**src/rtl/nsrcg_pkg.sv**
```systemverilog
// Package for the NAND status, reset and command guard block.
// Assumes a 50 MHz system clock; shared by all block files except the synchroniser.
package nsrcg_pkg;
	localparam logic [7:0] CMD_READ = 8'h00;
	localparam logic [7:0] CMD_READ_GO = 8'h30;
	localparam logic [7:0] CMD_CB_READ = 8'h35;
	localparam logic [7:0] CMD_SERIAL_IN = 8'h80;
	localparam logic [7:0] CMD_COL_CHG = 8'h85;
	localparam logic [7:0] CMD_PROG_GO = 8'h10;
	localparam logic [7:0] CMD_ERASE_SETUP = 8'h60;
	localparam logic [7:0] CMD_ERASE_GO = 8'hD0;
	localparam logic [7:0] CMD_STATUS = 8'h70;
	localparam logic [7:0] CMD_ECC_STATUS = 8'h7A;
	localparam logic [7:0] CMD_ID = 8'h90;
	localparam logic [7:0] CMD_RESET = 8'hFF;
	localparam int ST_FAIL_BIT = 0;
	localparam int ST_REWRITE_BIT = 3;
	localparam int ST_RDY_A_BIT = 5;
	localparam int ST_RDY_B_BIT = 6;
	localparam int ST_WP_BIT = 7;
	localparam int ECC_SECTORS = 4;
	localparam int SECT_W = 2;
	localparam int SECT_MAIN_BYTES = 512;
	localparam int SECT_SPARE_BYTES = 16;
	localparam logic [3:0] ECC_MAX_BITS = 4'h8;
	localparam logic [3:0] ECC_CODE_UNC = 4'hF;
	localparam logic [3:0] REWRITE_LEVEL = 4'h6;
	localparam int CLK_PERIOD_NS = 20;
	localparam int INIT_TIME_NS = 1000;
	localparam int INIT_CYCLES =
		(INIT_TIME_NS + CLK_PERIOD_NS - 1) / CLK_PERIOD_NS;
	localparam logic [4:0] PIN_RST = 5'h0F;
	typedef enum logic [2:0] {
		M_IDLE = 3'b000,
		M_RD_SETUP = 3'b001,
		M_RD_DATA = 3'b010,
		M_PROG = 3'b011,
		M_ERASE = 3'b100,
		M_STATUS = 3'b101,
		M_ECC = 3'b110
	} nsrcg_mode_e;
	typedef enum logic [1:0] {
		OP_NONE = 2'b00,
		OP_READ = 2'b01,
		OP_PROG = 2'b10,
		OP_ERASE = 2'b11
	} nsrcg_op_e;
endpackage

```
**src/rtl/nsrcg_ecc_if.sv**
```systemverilog
// Interface carrying captured ECC results to the ECC byte formatter.
// Assumes both ends share clk_sys; the formatter is combinational.
`timescale 1ns/1ps
interface nsrcg_ecc_if;
	import nsrcg_pkg::*;
	logic [4*ECC_SECTORS-1:0] err_cnt;
	logic [ECC_SECTORS-1:0] unc;
	logic [SECT_W-1:0] sel;
	logic [7:0] code_byte;
	logic any_unc;
	logic any_rewrite;
	modport ctl (output err_cnt, unc, sel,
		input code_byte, any_unc, any_rewrite);
	modport fmt (input err_cnt, unc, sel,
		output code_byte, any_unc, any_rewrite);
endinterface

```
**src/rtl/nsrcg_sync.sv**
```systemverilog
// Two-stage synchroniser for pin inputs.
// Assumes asynchronous inputs; stage one feeds only stage two.
`timescale 1ns/1ps
module nsrcg_sync #(
	parameter int W = 1,
	parameter logic [W-1:0] RST_VAL = '0
) (
	input wire logic clk_sys,
	input wire logic rst_n,
	input wire logic clk_en,
	input wire logic [W-1:0] d,
	output logic [W-1:0] q
);
	logic [W-1:0] meta;

	always_ff @(posedge clk_sys)
	begin
		if (!rst_n)
		begin
			meta <= RST_VAL;
			q <= RST_VAL;
		end
		else if (clk_en)
		begin
			meta <= d;
			q <= meta;
		end
	end
endmodule

```
**src/rtl/nsrcg_ecc_fmt.sv**
```systemverilog
// Encodes per-sector ECC results into the ECC status byte.
// Assumes counts are held stable by the controller between reads.
`timescale 1ns/1ps
module nsrcg_ecc_fmt (
	nsrcg_ecc_if.fmt e
);
	import nsrcg_pkg::*;
	logic [3:0] code [ECC_SECTORS];
	logic [ECC_SECTORS-1:0] unc_v;
	logic [ECC_SECTORS-1:0] rew_v;

	// One ECC sector is 512 main plus 16 spare bytes, four per page
	for (genvar i = 0; i < ECC_SECTORS; i++)
	begin : g_sect
		logic [3:0] cnt;
		assign cnt = e.err_cnt[4*i +: 4];
		// Beyond eight bits the sector cannot be repaired
		assign unc_v[i] = e.unc[i] || (cnt > ECC_MAX_BITS);
		assign code[i] = unc_v[i] ? ECC_CODE_UNC : cnt;
		assign rew_v[i] = !unc_v[i] && (cnt >= REWRITE_LEVEL);
	end

	assign e.any_unc = |unc_v;
	assign e.any_rewrite = |rew_v;
	assign e.code_byte = {4'(e.sel), code[e.sel]};
endmodule

```
**src/rtl/nsrcg_top.sv**
```systemverilog
// Status, ECC status, reset and command guard of a NAND flash device.
// Assumes host pins are asynchronous and the internal engines share clk_sys.
`timescale 1ns/1ps
module nsrcg_top (
	input wire logic clk_sys,
	input wire logic rst_n,
	input wire logic clk_en,
	input wire logic cle,
	input wire logic ce_n,
	input wire logic we_n,
	input wire logic read_strobe_n,
	input wire logic wp_n,
	input wire logic [7:0] io_in,
	output logic [7:0] io_out,
	output logic io_oe,
	output logic ready_busy_n_pin_out,
	output logic ready_busy_n_pin_oe,
	input wire logic eng_busy,
	input wire logic eng_done,
	input wire logic eng_fail,
	input wire logic [4*nsrcg_pkg::ECC_SECTORS-1:0] eng_err_cnt,
	input wire logic [nsrcg_pkg::ECC_SECTORS-1:0] eng_unc,
	output logic eng_start,
	output nsrcg_pkg::nsrcg_op_e eng_op,
	output logic eng_abort
);
	import nsrcg_pkg::*;

	logic [4:0] pins_s;
	logic [7:0] io_s;
	logic cle_s, ce_n_s, we_s, re_s, wp_s;
	logic we_d, re_d, wp_d;
	logic cmd_strobe, cmd_ok, known, re_rise, busy;
	logic [7:0] cmd;
	logic [$clog2(INIT_CYCLES+1)-1:0] init_cnt;
	nsrcg_mode_e mode;
	nsrcg_op_e cur_op, res_op;
	logic rd_resume, res_fail;
	logic [7:0] status_byte;
	logic start_ok;
	nsrcg_op_e start_op;
	nsrcg_ecc_if ecc ();

	nsrcg_sync #(.W(5), .RST_VAL(PIN_RST)) u_pin_sync (
		.clk_sys(clk_sys),
		.rst_n(rst_n),
		.clk_en(clk_en),
		.d({cle, ce_n, we_n, read_strobe_n, wp_n}),
		.q(pins_s)
	);

	nsrcg_sync #(.W(8), .RST_VAL(8'h00)) u_io_sync (
		.clk_sys(clk_sys),
		.rst_n(rst_n),
		.clk_en(clk_en),
		.d(io_in),
		.q(io_s)
	);

	nsrcg_ecc_fmt u_fmt (
		.e(ecc.fmt)
	);

	assign {cle_s, ce_n_s, we_s, re_s, wp_s} = pins_s;
	assign cmd = io_s;
	assign cmd_strobe = cle_s && !ce_n_s && we_s && !we_d;
	assign re_rise = !ce_n_s && re_s && !re_d;
	assign busy = (init_cnt != '0) || eng_busy;

	always_comb
	begin
		case (cmd)
			CMD_READ, CMD_READ_GO, CMD_CB_READ, CMD_SERIAL_IN,
			CMD_COL_CHG, CMD_PROG_GO, CMD_ERASE_SETUP, CMD_ERASE_GO,
			CMD_STATUS, CMD_ECC_STATUS, CMD_ID, CMD_RESET:
				known = 1'b1;
			default:
				known = 1'b0;
		endcase
	end

	// Unknown codes, and codes other than status and reset while busy, are dropped
	assign cmd_ok = cmd_strobe && (cmd == CMD_RESET
		|| cmd == CMD_STATUS || (known && !busy));

	always_ff @(posedge clk_sys)
	begin
		if (!rst_n)
		begin
			we_d <= 1'b1;
			re_d <= 1'b1;
			wp_d <= 1'b1;
		end
		else if (clk_en)
		begin
			we_d <= we_s;
			re_d <= re_s;
			wp_d <= wp_s;
		end
	end

	// Power-on initialisation window, counted from reset release
	always_ff @(posedge clk_sys)
	begin
		if (!rst_n)
			init_cnt <= ($clog2(INIT_CYCLES+1))'(INIT_CYCLES);
		else if (clk_en && init_cnt != '0)
			init_cnt <= init_cnt - 1'b1;
	end

	always_comb
	begin
		start_ok = 1'b0;
		start_op = OP_NONE;
		if (cmd_ok)
		begin
			if ((cmd == CMD_READ_GO || cmd == CMD_CB_READ)
				&& mode == M_RD_SETUP)
			begin
				start_ok = 1'b1;
				start_op = OP_READ;
			end
			else if (cmd == CMD_PROG_GO && mode == M_PROG && wp_s)
			begin
				start_ok = 1'b1;
				start_op = OP_PROG;
			end
			else if (cmd == CMD_ERASE_GO && mode == M_ERASE && wp_s)
			begin
				start_ok = 1'b1;
				start_op = OP_ERASE;
			end
		end
	end

	// Command mode tracking; a new command replaces the old mode, but 30h/35h act only in read setup
	always_ff @(posedge clk_sys)
	begin
		if (!rst_n)
		begin
			mode <= M_IDLE;
			rd_resume <= 1'b0;
		end
		else if (clk_en)
		begin
			if (cmd_ok)
			begin
				case (cmd)
					CMD_RESET:
					begin
						mode <= M_IDLE;
						rd_resume <= 1'b0;
					end
					CMD_STATUS:
						mode <= M_STATUS;
					CMD_ECC_STATUS:
						mode <= M_ECC;
					CMD_READ:
					begin
						// Return to data out without a new address
						if (mode == M_STATUS && rd_resume)
							mode <= M_RD_DATA;
						else
						begin
							mode <= M_RD_SETUP;
							rd_resume <= 1'b0;
						end
					end
					CMD_READ_GO, CMD_CB_READ:
					begin
						if (mode == M_RD_SETUP)
						begin
							mode <= M_RD_DATA;
							rd_resume <= 1'b1;
						end
					end
					CMD_SERIAL_IN, CMD_COL_CHG:
						mode <= M_PROG;
					CMD_ERASE_SETUP:
						mode <= M_ERASE;
					default:
						mode <= M_IDLE;
				endcase
			end
			else if (!wp_s && (mode == M_PROG || mode == M_ERASE))
				mode <= M_IDLE;
		end
	end

	always_ff @(posedge clk_sys)
	begin
		if (!rst_n)
		begin
			eng_start <= 1'b0;
			eng_op <= OP_NONE;
			cur_op <= OP_NONE;
		end
		else if (clk_en)
		begin
			eng_start <= start_ok;
			if (start_ok)
			begin
				eng_op <= start_op;
				cur_op <= start_op;
			end
		end
	end

	// Abort also discharges program/erase; the engine ends in wait state
	always_ff @(posedge clk_sys)
	begin
		if (!rst_n)
			eng_abort <= 1'b0;
		else if (clk_en)
			eng_abort <= eng_busy && ((cmd_ok && cmd == CMD_RESET)
				|| (!wp_s && wp_d && cur_op != OP_READ));
	end

	// Results hold until a new operation starts; done wins a tie
	always_ff @(posedge clk_sys)
	begin
		if (!rst_n)
		begin
			res_op <= OP_NONE;
			res_fail <= 1'b0;
			ecc.err_cnt <= '0;
			ecc.unc <= '0;
		end
		else if (clk_en)
		begin
			if (eng_done)
			begin
				res_op <= cur_op;
				res_fail <= eng_fail;
				if (cur_op == OP_READ)
				begin
					ecc.err_cnt <= eng_err_cnt;
					ecc.unc <= eng_unc;
				end
			end
			else if (start_ok)
				res_op <= OP_NONE;
		end
	end

	always_ff @(posedge clk_sys)
	begin
		if (!rst_n)
			ecc.sel <= '0;
		else if (clk_en)
		begin
			if (cmd_ok && cmd == CMD_ECC_STATUS)
				ecc.sel <= '0;
			else if (mode == M_ECC && re_rise)
				ecc.sel <= ecc.sel + 1'b1;
		end
	end

	always_comb
	begin
		status_byte = 8'h00;
		status_byte[ST_FAIL_BIT] = (res_op == OP_READ) ? ecc.any_unc
			: (res_op != OP_NONE && res_fail);
		status_byte[ST_REWRITE_BIT] =
			(res_op == OP_READ) && ecc.any_rewrite;
		status_byte[ST_RDY_A_BIT] = !busy;
		status_byte[ST_RDY_B_BIT] = !busy;
		status_byte[ST_WP_BIT] = wp_s;
	end

	// Bus driven only while the strobe is low in a status mode
	always_ff @(posedge clk_sys)
	begin
		if (!rst_n)
		begin
			io_out <= 8'h00;
			io_oe <= 1'b0;
		end
		else if (clk_en)
		begin
			io_out <= (mode == M_ECC) ? ecc.code_byte : status_byte;
			io_oe <= !ce_n_s && !re_s
				&& (mode == M_STATUS || mode == M_ECC);
		end
	end

	// Open-drain ready line: pulled low while busy
	always_ff @(posedge clk_sys)
	begin
		if (!rst_n)
		begin
			ready_busy_n_pin_out <= 1'b0;
			ready_busy_n_pin_oe <= 1'b0;
		end
		else if (clk_en)
		begin
			ready_busy_n_pin_out <= 1'b0;
			ready_busy_n_pin_oe <= busy;
		end
	end
endmodule

```
**config.mk**
```make
export PLATFORM = sky130hd
export DESIGN_NAME = nsrcg_top
export DESIGN_NICKNAME = d
export VERILOG_FILES = /design/src/rtl/nsrcg_pkg.sv /design/src/rtl/nsrcg_ecc_if.sv /design/src/rtl/nsrcg_sync.sv /design/src/rtl/nsrcg_ecc_fmt.sv /design/src/rtl/nsrcg_top.sv
export SDC_FILE = /design/constraint.sdc
export NUM_CORES = 1
export LEC_CHECK = 0
export BUFFER_PORTS_ARGS = -buffer_cell sky130_fd_sc_hd__buf_4
export CAP_MARGIN = 20
export CORE_MARGIN = 2
export CORE_UTILIZATION = 43
export DETAILED_ROUTE_END_ITERATION = 6
export GPL_TIMING_DRIVEN = 1
export PLACE_DENSITY_LB_ADDON = 0.25
export REMOVE_ABC_BUFFERS = 1
export SETUP_SLACK_MARGIN = 0.3
export SKIP_CTS_REPAIR_TIMING = 1
export SLEW_MARGIN = 40
export SYNTH_ARGS = -nofsm -noshare
export SYNTH_HDL_FRONTEND = slang
export SYNTH_HIERARCHICAL = 1
export SYNTH_SLANG_ARGS = --single-unit
```
**constraint.sdc**
```tcl
create_clock -name clk_sys -period 2 [get_ports clk_sys]
set_input_delay 0.2 -clock clk_sys [delete_from_list [all_inputs] [get_ports clk_sys]]
set_output_delay 0.2 -clock clk_sys [all_outputs]
set_load 0.05 [all_outputs]
```
==> flow_summary.json, run 1 <==
{
  "grt_pass1_wl_um": 16000,
  "cts_root_buf": "clkbuf_8",
  "syn_area_mm2": 0.00411,
  "cts_buffers": 9,
  "clock-sinks": 78,
  "drc_errors": 0,
  "ys_seq_area_share_pct": 38.0,
  "cp-start-kind": "flip-flop",
  "postRouteAntennaNets": 0,
  "dp_cells": 663,
  "power_uw": 3160,
  "critical_path_class": "reg2reg",
  "ys_async_sr_fraction_pct": 0,
  "fp.dieArea_mm2": 0.0104,
  "cts_tree": "done",
  "critPathArrivalTime_ns": 2.36,
  "min_period_ns": 2.11,
  "holdPathStages": 3,
  "setup_ws_ns": -0.113,
  "grt_overflow": 0,
  "initial_core_util_pct": 44.5,
  "grt_setup_unrepaired": "true",
  "synth_top_area_share_pct": 38.0,
  "crit_required_ns": 2.25,
  "io_pins": 54,
  "gp_congestion": 0.905,
  "die_w_um": 102,
  "grt_max_degree": 46,
  "ys_warn_count": 6,
  "clock_path_buffers": 2,
  "dr.first_iter.drc_count": 180,
  "antenna_cells": 0,
  "outcome": "complete, but fails checks",
  "drt_first_pass_iters": 4,
  "r2r_end": "ecc.sel[0]",
  "crit_fanout": 4,
  "drive_above_1_share_pct": 27.1,
  "synth-seq-cells": 78,
  "fmax_mhz": 473,
  "mostFrequentLayoutCells": "86 x buf_4, 76 x nand2_1, 69 x dfxtp_1, 32 x mux2i_1",
  "synth_area_leader_cell": "dfxtp_1",
  "rr_worst_depth": 7,
  "leakage_uw": 0.00197,
  "synth-edff-count": 0,
  "wl_per_cell_um": 14.2,
  "numPortBuffers": 52,
  "viasPerCell": 5.37,
  "postSynthCellCount": 477,
  "clock_skew_ns": 0.00601,
  "power_density_mw_per_mm2": 620,
  "maxCapViolations": 0,
  "die_h_um": 102,
  "ff2ff_setup_slack_ns": -0.11,
  "violations": "negative setup slack",
  "synthDistinctLibCells": 72,
  "worst_skew_pair.late_latency_ns": 0.35,
  "syn_area_per_cell_um2": 8.61,
  "dr_total_vias": 3662,
  "hold_ws_ns": 0.0631,
  "core_area_mm2": 0.00924,
  "ir_drop_v": 0.000346,
  "row_count": 35,
  "grt_usage_pct": 19.4,
  "finish.net_count": 589,
  "cts.reportedPaths.clkPinSlew_ns": 0.08,
  "cts_htree_levels": 3,
  "final-seq-area_mm2": 0.00158,
  "whs_endpoint": "u_pin_sync/meta[0]",
  "hpwlAfterDp_um": 6990,
  "grt_antenna_before_repair": 0,
  "setup-violations-final": 10,
  "endpoint_kind": "flip-flop",
  "fin_cells": 682,
  "hp-start": "wp_n",
  "hold_path.class": "in2reg",
  "multi_input_area_mm2": 0.00243,
  "ys.flop_type": "dfxtp_1",
  "wl_um": 9670,
  "fill_cells": 841,
  "drv_slew": 0,
  "synth_area_leaders": "dfxtp_1 38%, mux2i_1 7.8%, nand2_1 7.0%",
  "hold_violations": 0,
  "layout_commonest_cell": "buf_4",
  "area_growth_pct": 23.9,
  "grt_pass1_vias": 3421,
  "min_period_over_period_pct": 106,
  "r2r_start": "init_cnt[0]"
}
-- sequential cells by signal, summed over array words and instances, names as in the netlist, 2 cells and up --
name,count
io_out,8
u_pin_sync/meta,5
u_io_sync/q,8
u_pin_sync/q,5
ecc.err_cnt,16
mode,3
init_cnt,6
u_io_sync/meta,8
res_op,2
ecc.unc,4
ecc.sel,2
cur_op,2
-- area by class of cell --
cell class,count,share of cell area (%)
repair buffers,90,13.6
inverters,9,0.664
multi-input cells,360,47.7
clock inverters,5,1.16
well taps,129,3.17
flip-flops and latches,78,30.9
clock buffers,11,2.78
-- cells in the mapped netlist (all sizes together) (3+ instances only) --
cell type	instances
dfxtp	78
nand2	77
mux2i	32
o21ai	31
a21boi	26
nor2b	26
clkbuf	17
a21oi	14
buf	13
nand3	13
nor2	13
nor3	13
inv	9
nand2b	7
a21o	6
nand4	6
o31ai	6
and2	5
nand3b	5
o22ai	5
or4b	5
xor2	5
nor3b	4
nor4	4
o211a	4
o211ai	4
a221oi	3
a32oi	3
nand4b	3
o21a	3
or3	3
-- power breakdown --
part           internal, uW  switching [uW]  leakage [uW]
Clock                   611             578     0.0000955
Combinational           173             168       0.00123
Sequential             1590            33.5      0.000638
Total                  2380             779       0.00197
-- cells by family after synthesis --
logic type | after synthesis | share of synthesized area (%)
buf+inv | 40 | 5.57
fa+ha+maj | 2 | 0.609
xor+xnor | 7 | 1.49
other cells | 2 | 0.183
simple gates | 195 | 25.5
compound gates | 121 | 20.8
mux | 32 | 7.80
flops | 78 | 38.0
-- per-stage QoR --
step | setup TNS (ns) | util (%) | worst slack (ns) | instance area, um^2
floorplan | 0 | - | 0.00903 | 3920
global placement | -0.0455 | 51.2 | -0.0188 | 4730
detailed placement | -0.344 | 51.2 | -0.0641 | 4730
CTS | -0.658 | 53.4 | -0.0858 | 4930
global route | -1.77 | 55.1 | -0.197 | 5090
finish | -0.496 | 55.1 | -0.113 | 5090
-- layer usage --
metal | part of all wire, % | track usage [%] | wire length, um | vias up
met5 | 0 | 0 | 0 | -
met4 | 2.2 | 7.07 | 208 | 0
met3 | 3.8 | 4.83 | 371 | 19
met2 | 50 | 33.6 | 4810 | 78
met1 | 44 | 23.2 | 4280 | 1727
li1 | - | - | - | 1838
-- worst max-delay path: stages (launching register included) --
cell,delay (ns)
dfxtp_2,0.33
inv_2,0.05
ha_1,0.13
or4b_4,0.49
or3_4,0.38
a211oi_4,0.33
a21oi_1,0.12
o21a_1,0.17
-- worst max-delay path by stage --
| stage | slack (ns) | end | from |
|---|---|---|---|
| final | -0.11 | ecc.sel[0] | init_cnt[0] |
| after global routing | -0.20 | ecc.sel[0] | init_cnt[0] |
| after CTS | -0.09 | ecc.sel[1] | init_cnt[0] |
| after detailed placement | -0.06 | ecc.sel[1] | init_cnt[0] |
| after global placement | -0.02 | ecc.sel[1] | init_cnt[0] |
| after floorplan | 0.009 | ecc.sel[1] | init_cnt[0] |
No activity file was read; power rests on OpenSTA's default activity.
==> run 2: changes to the inputs <==
--- a/config.mk
+++ b/config.mk
@@ -5,6 +5,7 @@
 export SDC_FILE = /design/constraint.sdc
 export NUM_CORES = 1
 export LEC_CHECK = 0
+export ABC_AREA = 1
 export BUFFER_PORTS_ARGS = -buffer_cell sky130_fd_sc_hd__buf_4
 export CAP_MARGIN = 20
 export CORE_MARGIN = 2
@@ -13,7 +14,6 @@
 export GPL_TIMING_DRIVEN = 1
 export PLACE_DENSITY_LB_ADDON = 0.25
 export REMOVE_ABC_BUFFERS = 1
-export SETUP_SLACK_MARGIN = 0.3
 export SKIP_CTS_REPAIR_TIMING = 1
 export SLEW_MARGIN = 40
 export SYNTH_ARGS = -nofsm -noshare
==> constraint.sdc (replaced) <==
create_clock -name clk_sys -period 2 [get_ports clk_sys]
set_input_delay 0.4 -clock clk_sys [delete_from_list [all_inputs] [get_ports clk_sys]]
set_output_delay 0.4 -clock clk_sys [all_outputs]
set_load 0.05 [all_outputs]
==> flow_summary.json, run 2 <==
{
  "syn_area_mm2": 0.00401,
  "grt_pass1_vias": 3568,
  "initial_core_util_pct": 43.8,
  "min_period_ns": 1.72,
  "grt_overflow": 0,
  "finish.net_count": 690,
  "r2r_start": "mode[1]",
  "wl_per_cell_um": 11.5,
  "synth-seq-cells": 78,
  "leakage_uw": 0.00228,
  "grt_pass1_wl_um": 15500,
  "synth-edff-count": 0,
  "area_growth_pct": 16.1,
  "placed_cell_area_mm2": 0.00445,
  "grt_max_degree": 51,
  "fmax_mhz": 580,
  "die_h_um": 101,
  "holdPathStages": 3,
  "ys_seq_area_share_pct": 38.9,
  "fill_cells": 920,
  "synth_top_area_share_pct": 38.9,
  "clock-sinks": 78,
  "ys_async_sr_fraction_pct": 0,
  "maxCapViolations": 0,
  "mostFrequentLayoutCells": "137 x nand2_1, 111 x nor2_1, 78 x dfxtp_1, 64 x inv_1, 59 x buf_4",
  "tns_ns": 0,
  "antenna_cells": 0,
  "grt_setup_unrepaired": "false",
  "largest_reg_flops": 16,
  "rr_worst_depth": 9,
  "cp-startpoint": "mode[1]",
  "die_w_um": 101,
  "min_period_over_period_pct": 86.2,
  "syn_area_per_cell_um2": 6.65,
  "cts.reportedPaths.clkPinSlew_ns": 0.08,
  "cts_root_buf": "clkbuf_8",
  "hold_ws_ns": 0.261,
  "synth_area_leaders": "dfxtp_1 39%, nand2_1 13%, nor2_1 10%",
  "grt_usage_pct": 18.8,
  "row_count": 35,
  "synth_commonest_cells": "137 x nand2_1, 111 x nor2_1, 78 x dfxtp_1",
  "worst_skew_pair.late_latency_ns": 0.34,
  "critical_path_class": "reg2reg",
  "fp.dieArea_mm2": 0.0101,
  "numPortBuffers": 52,
  "critPathArrivalTime_ns": 1.96,
  "setup.worst_path.end": "mode[1]",
  "grt_antenna_before_repair": 0,
  "postSynthCellCount": 603,
  "wl_um": 8800,
  "core_area_mm2": 0.00915,
  "ir_drop_v": 0.000354,
  "fin_area_mm2": 0.00466,
  "drv_slew": 0,
  "r2r_end": "mode[1]",
  "crit_fanout": 5,
  "maxSlewHeadroom_pct": 61.9,
  "clock_skew_ns": 0.00797,
  "dr_total_vias": 3784,
  "cts_htree_levels": 3,
  "synthDistinctLibCells": 38,
  "ys_warn_count": 6,
  "postRouteAntennaNets": 0,
  "final-seq-area_mm2": 0.00156,
  "drc_errors": 0,
  "crit_required_ns": 2.24,
  "io_pins": 54,
  "hpwlAfterDp_um": 6470,
  "cts_tree": "done",
  "cts_buffers": 9,
  "largest-register": "ecc.err_cnt",
  "drive_above_1_share_pct": 17.0,
  "cp-start-kind": "flip-flop",
  "viasPerCell": 4.95,
  "hold_violations": 0,
  "outcome": "finished clean",
  "hold_path.class": "in2reg",
  "drt_first_pass_iters": 4,
  "clock_path_buffers": 2,
  "endpoint_kind": "flip-flop",
  "ff2ff_setup_slack_ns": 0.28,
  "layout_commonest_cell": "nand2_1",
  "synth_area_leader_cell": "dfxtp_1",
  "ys.flop_type": "dfxtp_1",
  "synth.most_common_cell": "nand2_1",
  "setup-violations-final": 0,
  "worst_pin_slew_ns": 0.571,
  "multi_input_area_mm2": 0.00203,
  "dr.first_iter.drc_count": 116,
  "power_density_mw_per_mm2": 702,
  "gp_congestion": 0.887
}
-- run 2: stage by stage --
stage          std cells  total power [uW]  utilization [%]  setup slack [ns]
4_1_cts              765              3300             50.9             0.293
3_3_place_gp         749              2060             48.6             0.295
2_1_floorplan        578              1900                -           -0.0878
6_report             765              3270             50.9             0.276
5_1_grt              765              3430             50.9            0.0859
3_5_place_dp         749              2070             48.6             0.310
-- run 2: logic make-up after synthesis --
group | after synthesis | share of synthesized area, %
buffers and inverters | 94 | 10.7
adders and majority gates | 2 | 0.624
xor gates and xnor gates | 1 | 0.218
other | 2 | 0.187
DFF | 78 | 38.9
and+or+nand+nor | 352 | 39.6
AOI/OAI and AO/OA | 74 | 9.76
-- run 2: area by class of cell --
class / count / area share (%)
multi-input cells: 432 / 43.5
flip-flops and latches: 78 / 33.5
repair buffers: 60 / 9.94
inverters: 68 / 5.59
clock buffers: 12 / 3.33
well taps: 111 / 2.98
clock inverters: 4 / 1.15
-- run 2: how the worst min path moves through the flow --
stage                             from            endpoint  slack [ns]
finish                            we_n  u_pin_sync/meta[2]        0.26
global route                      we_n  u_pin_sync/meta[2]        0.25
CTS                               ce_n  u_pin_sync/meta[3]        0.25
detailed placement  u_pin_sync/meta[3]  u_pin_sync/meta[3]        0.45
global placement                  we_d                we_d        0.44
floorplan           u_pin_sync/meta[2]  u_pin_sync/meta[2]        0.43
-- run 2: routing by layer --
layer / vias to the layer above / part of all wire (%) / track usage, %
met5: - / 0 / 0
met3: 18 / 2.7 / 3.26
li1: 1997 / - / -
met2: 60 / 49 / 32.5
met1: 1709 / 47 / 23.5
met4: 0 / 2.0 / 7.06
-- run 2: worst max-delay path, cell delays in order, from the launching register on --
cell and delay (ns):
dfxtp_1 0.41, inv_1 0.08, nor3_1 0.40, nor2_1 0.08, nor3_1 0.31, nand2_4 0.11, nand2_4 0.09, nand2_1 0.05
nand2_1 0.05, nor2_1 0.04
-- run 2: power by group --
part	internal [uW]	leakage [uW]	switching [uW]	total, uW
logic	150	0.00154	224	374
clock network	650	0.0000992	589	1240
registers	1610	0.000639	45.9	1660
==> run 3: changes to the inputs <==
--- a/config.mk
+++ b/config.mk
@@ -12,6 +12,7 @@
 export CORE_UTILIZATION = 43
 export DETAILED_ROUTE_END_ITERATION = 6
 export GPL_TIMING_DRIVEN = 1
+export MAX_ROUTING_LAYER = met4
 export PLACE_DENSITY_LB_ADDON = 0.25
 export REMOVE_ABC_BUFFERS = 1
 export SKIP_CTS_REPAIR_TIMING = 1
==> flow_summary.json, run 3 (synthesized netlist as in run 2, its figures left out) <==
{
  "viasPerCell": 4.78,
  "area_growth_pct": 16.8,
  "hpwlAfterDp_um": 6360,
  "whs_endpoint": "u_pin_sync/meta[3]",
  "row_count": 35,
  "cts.reportedPaths.clkPinSlew_ns": 0.08,
  "power_switching_uw": 826,
  "ir_drop_v": 0.000319,
  "critical_path_class": "reg2reg",
  "r2r_start": "u_io_sync/q[6]",
  "hold_violations": 0,
  "finish.net_count": 690,
  "wl_met3_um": 191,
  "drive_above_1_share_pct": 16.8,
  "wl_met1_um": 4090,
  "clkPwrFrac_pct": 41.0,
  "holdPathStages": 3,
  "crit_fanout": 5,
  "internal_power_uw": 2620,
  "grt_antenna_before_repair": 0,
  "fmax_mhz": 582,
  "min_period_over_period_pct": 85.9,
  "placed_cell_area_mm2": 0.00445,
  "dr_wl_met2_um": 4300,
  "initial_core_util_pct": 43.8,
  "routed.top_layer": "met4",
  "grt_overflow": 0,
  "die_w_um": 101,
  "largest-register": "ecc.err_cnt",
  "cts_htree_levels": 3,
  "die_h_um": 101,
  "outcome": "finished clean",
  "worst_pin_slew_ns": 0.582,
  "cpPeakStageDelay_ns": 0.35,
  "largest_reg_flops": 16,
  "r2r_end": "cur_op[1]",
  "cp-start-kind": "flip-flop",
  "drt_first_pass_iters": 6,
  "mostFrequentLayoutCells": "137 x nand2_1, 111 x nor2_1, 78 x dfxtp_1, 64 x inv_1, 59 x buf_4",
  "tns_ns": 0,
  "fp.dieArea_mm2": 0.0101,
  "clock_skew_ns": 0.0105,
  "min_period_ns": 1.72,
  "wl_per_cell_um": 11.4,
  "drc_errors": 0,
  "cts_tree": "done",
  "ff2ff_setup_slack_ns": 0.28,
  "drv_slew": 0,
  "grt_pass1_vias": 3421,
  "endpoint_kind": "flip-flop",
  "cp_slowest_cell": "dfxtp_1",
  "worst_skew_pair.late_latency_ns": 0.35,
  "maxSlewHeadroom_pct": 61.2,
  "crit_buf_inv": 1,
  "path_delay_family": "simple AND/OR/NAND/NOR gates",
  "maxCapViolations": 0,
  "fin_area_mm2": 0.00469,
  "antenna_cells": 0,
  "clock-sinks": 78,
  "gp_congestion": 0.874,
  "rr_worst_depth": 8,
  "io_pins": 54,
  "dr.first_iter.drc_count": 206,
  "crit_required_ns": 2.22,
  "numPortBuffers": 52,
  "crit_top_cell": "nand3_1",
  "wl_um": 8740,
  "core_area_mm2": 0.00915,
  "grt_setup_unrepaired": "false",
  "cts_root_buf": "clkbuf_8",
  "hold_ws_ns": 0.257,
  "cts_buffers": 9,
  "postRouteAntennaNets": 0,
  "p_comb_share_pct": 10.9,
  "critPathArrivalTime_ns": 1.93,
  "grt_usage_pct": 18.8,
  "hp-start": "ce_n",
  "layout_commonest_cell": "nand2_1",
  "power_frac_seq_pct": 48.1,
  "clock_path_buffers": 2,
  "path_cells": "nor2_1 -> inv_1 -> nor3_1 -> nand3_1 -> nand3_1 -> nand4_1 -> nand2_1 -> a21oi_1",
  "power_density_mw_per_mm2": 735,
  "grt_pass1_wl_um": 14800,
  "leakage_uw": 0.00230,
  "dr_total_vias": 3655,
  "setup-violations-final": 0,
  "sw_frac_of_total_pct": 24.0,
  "hold_path.class": "in2reg",
  "grt_max_degree": 51
}
==> run 3: cell types whose count changed in the layout (fill, tap and decap cells not counted) <==
cell,delta
inv_6,-1
clkinv_2,+1
clkinvlp_4,-2
bufinv_16,+2
clkbuf_8,-1
==> run 3: power groups by stage <==
stage,clock [uW],sequential [uW],combinational (uW)
after floorplan,0,1720,182
after global placement,0,1690,370
after detailed placement,0,1690,377
after CTS,1440,1660,379
after global routing,1510,1670,427
final,1410,1660,376
==> run 3: final cells by class <==
| class | instances | area, um^2 |
|---|---|---|
| Clock inverter | 4 | 95.1 |
| Fill cell | 938 | 4470 |
| Timing Repair Buffer | 60 | 463 |
| Clock buffer | 11 | 141 |
| Inverter | 68 | 260 |
| Sequential cell | 78 | 1560 |
| Tap cell | 111 | 139 |
| Multi-Input combinational cell | 432 | 2030 |
==> run 3: tightest hold or removal path, cell delays in order <==
cell     delay [ns]
buf_4          0.08
nand2_1        0.04
nand3_1        0.06
==> run 3: metrics by stage <==
step,power [uW],instances,utilization [%],setup slack [ns]
global placement,2060,749,48.6,0.294
global route,3600,764,51.2,0.114
CTS,3480,764,51.2,0.278
detailed placement,2070,749,48.6,0.303
finish,3440,764,51.2,0.283
floorplan,1900,578,-,-0.0878
==> run 3: worst max path at each step <==
| stage | startpoint | end | slack [ns] | cells past startpoint |
|---|---|---|---|---|
| global route | u_io_sync/q[6] | cur_op[1] | 0.11 | 10 |
| detailed placement | u_io_sync/q[6] | cur_op[0] | 0.30 | 8 |
| CTS | u_io_sync/q[6] | cur_op[1] | 0.28 | 8 |
| global placement | init_cnt[0] | mode[0] | 0.29 | 11 |
| finish | u_io_sync/q[6] | cur_op[1] | 0.28 | 8 |
| floorplan | cur_op[0] | ecc.err_cnt[0] | -0.09 | 7 |
==> run 3: metal layers <==
layer  up-vias  track usage (%)
met5         -                -
met4         0             9.48
met3        12             3.05
met2        47             31.0
met1      1609             22.1
li1       1987                -
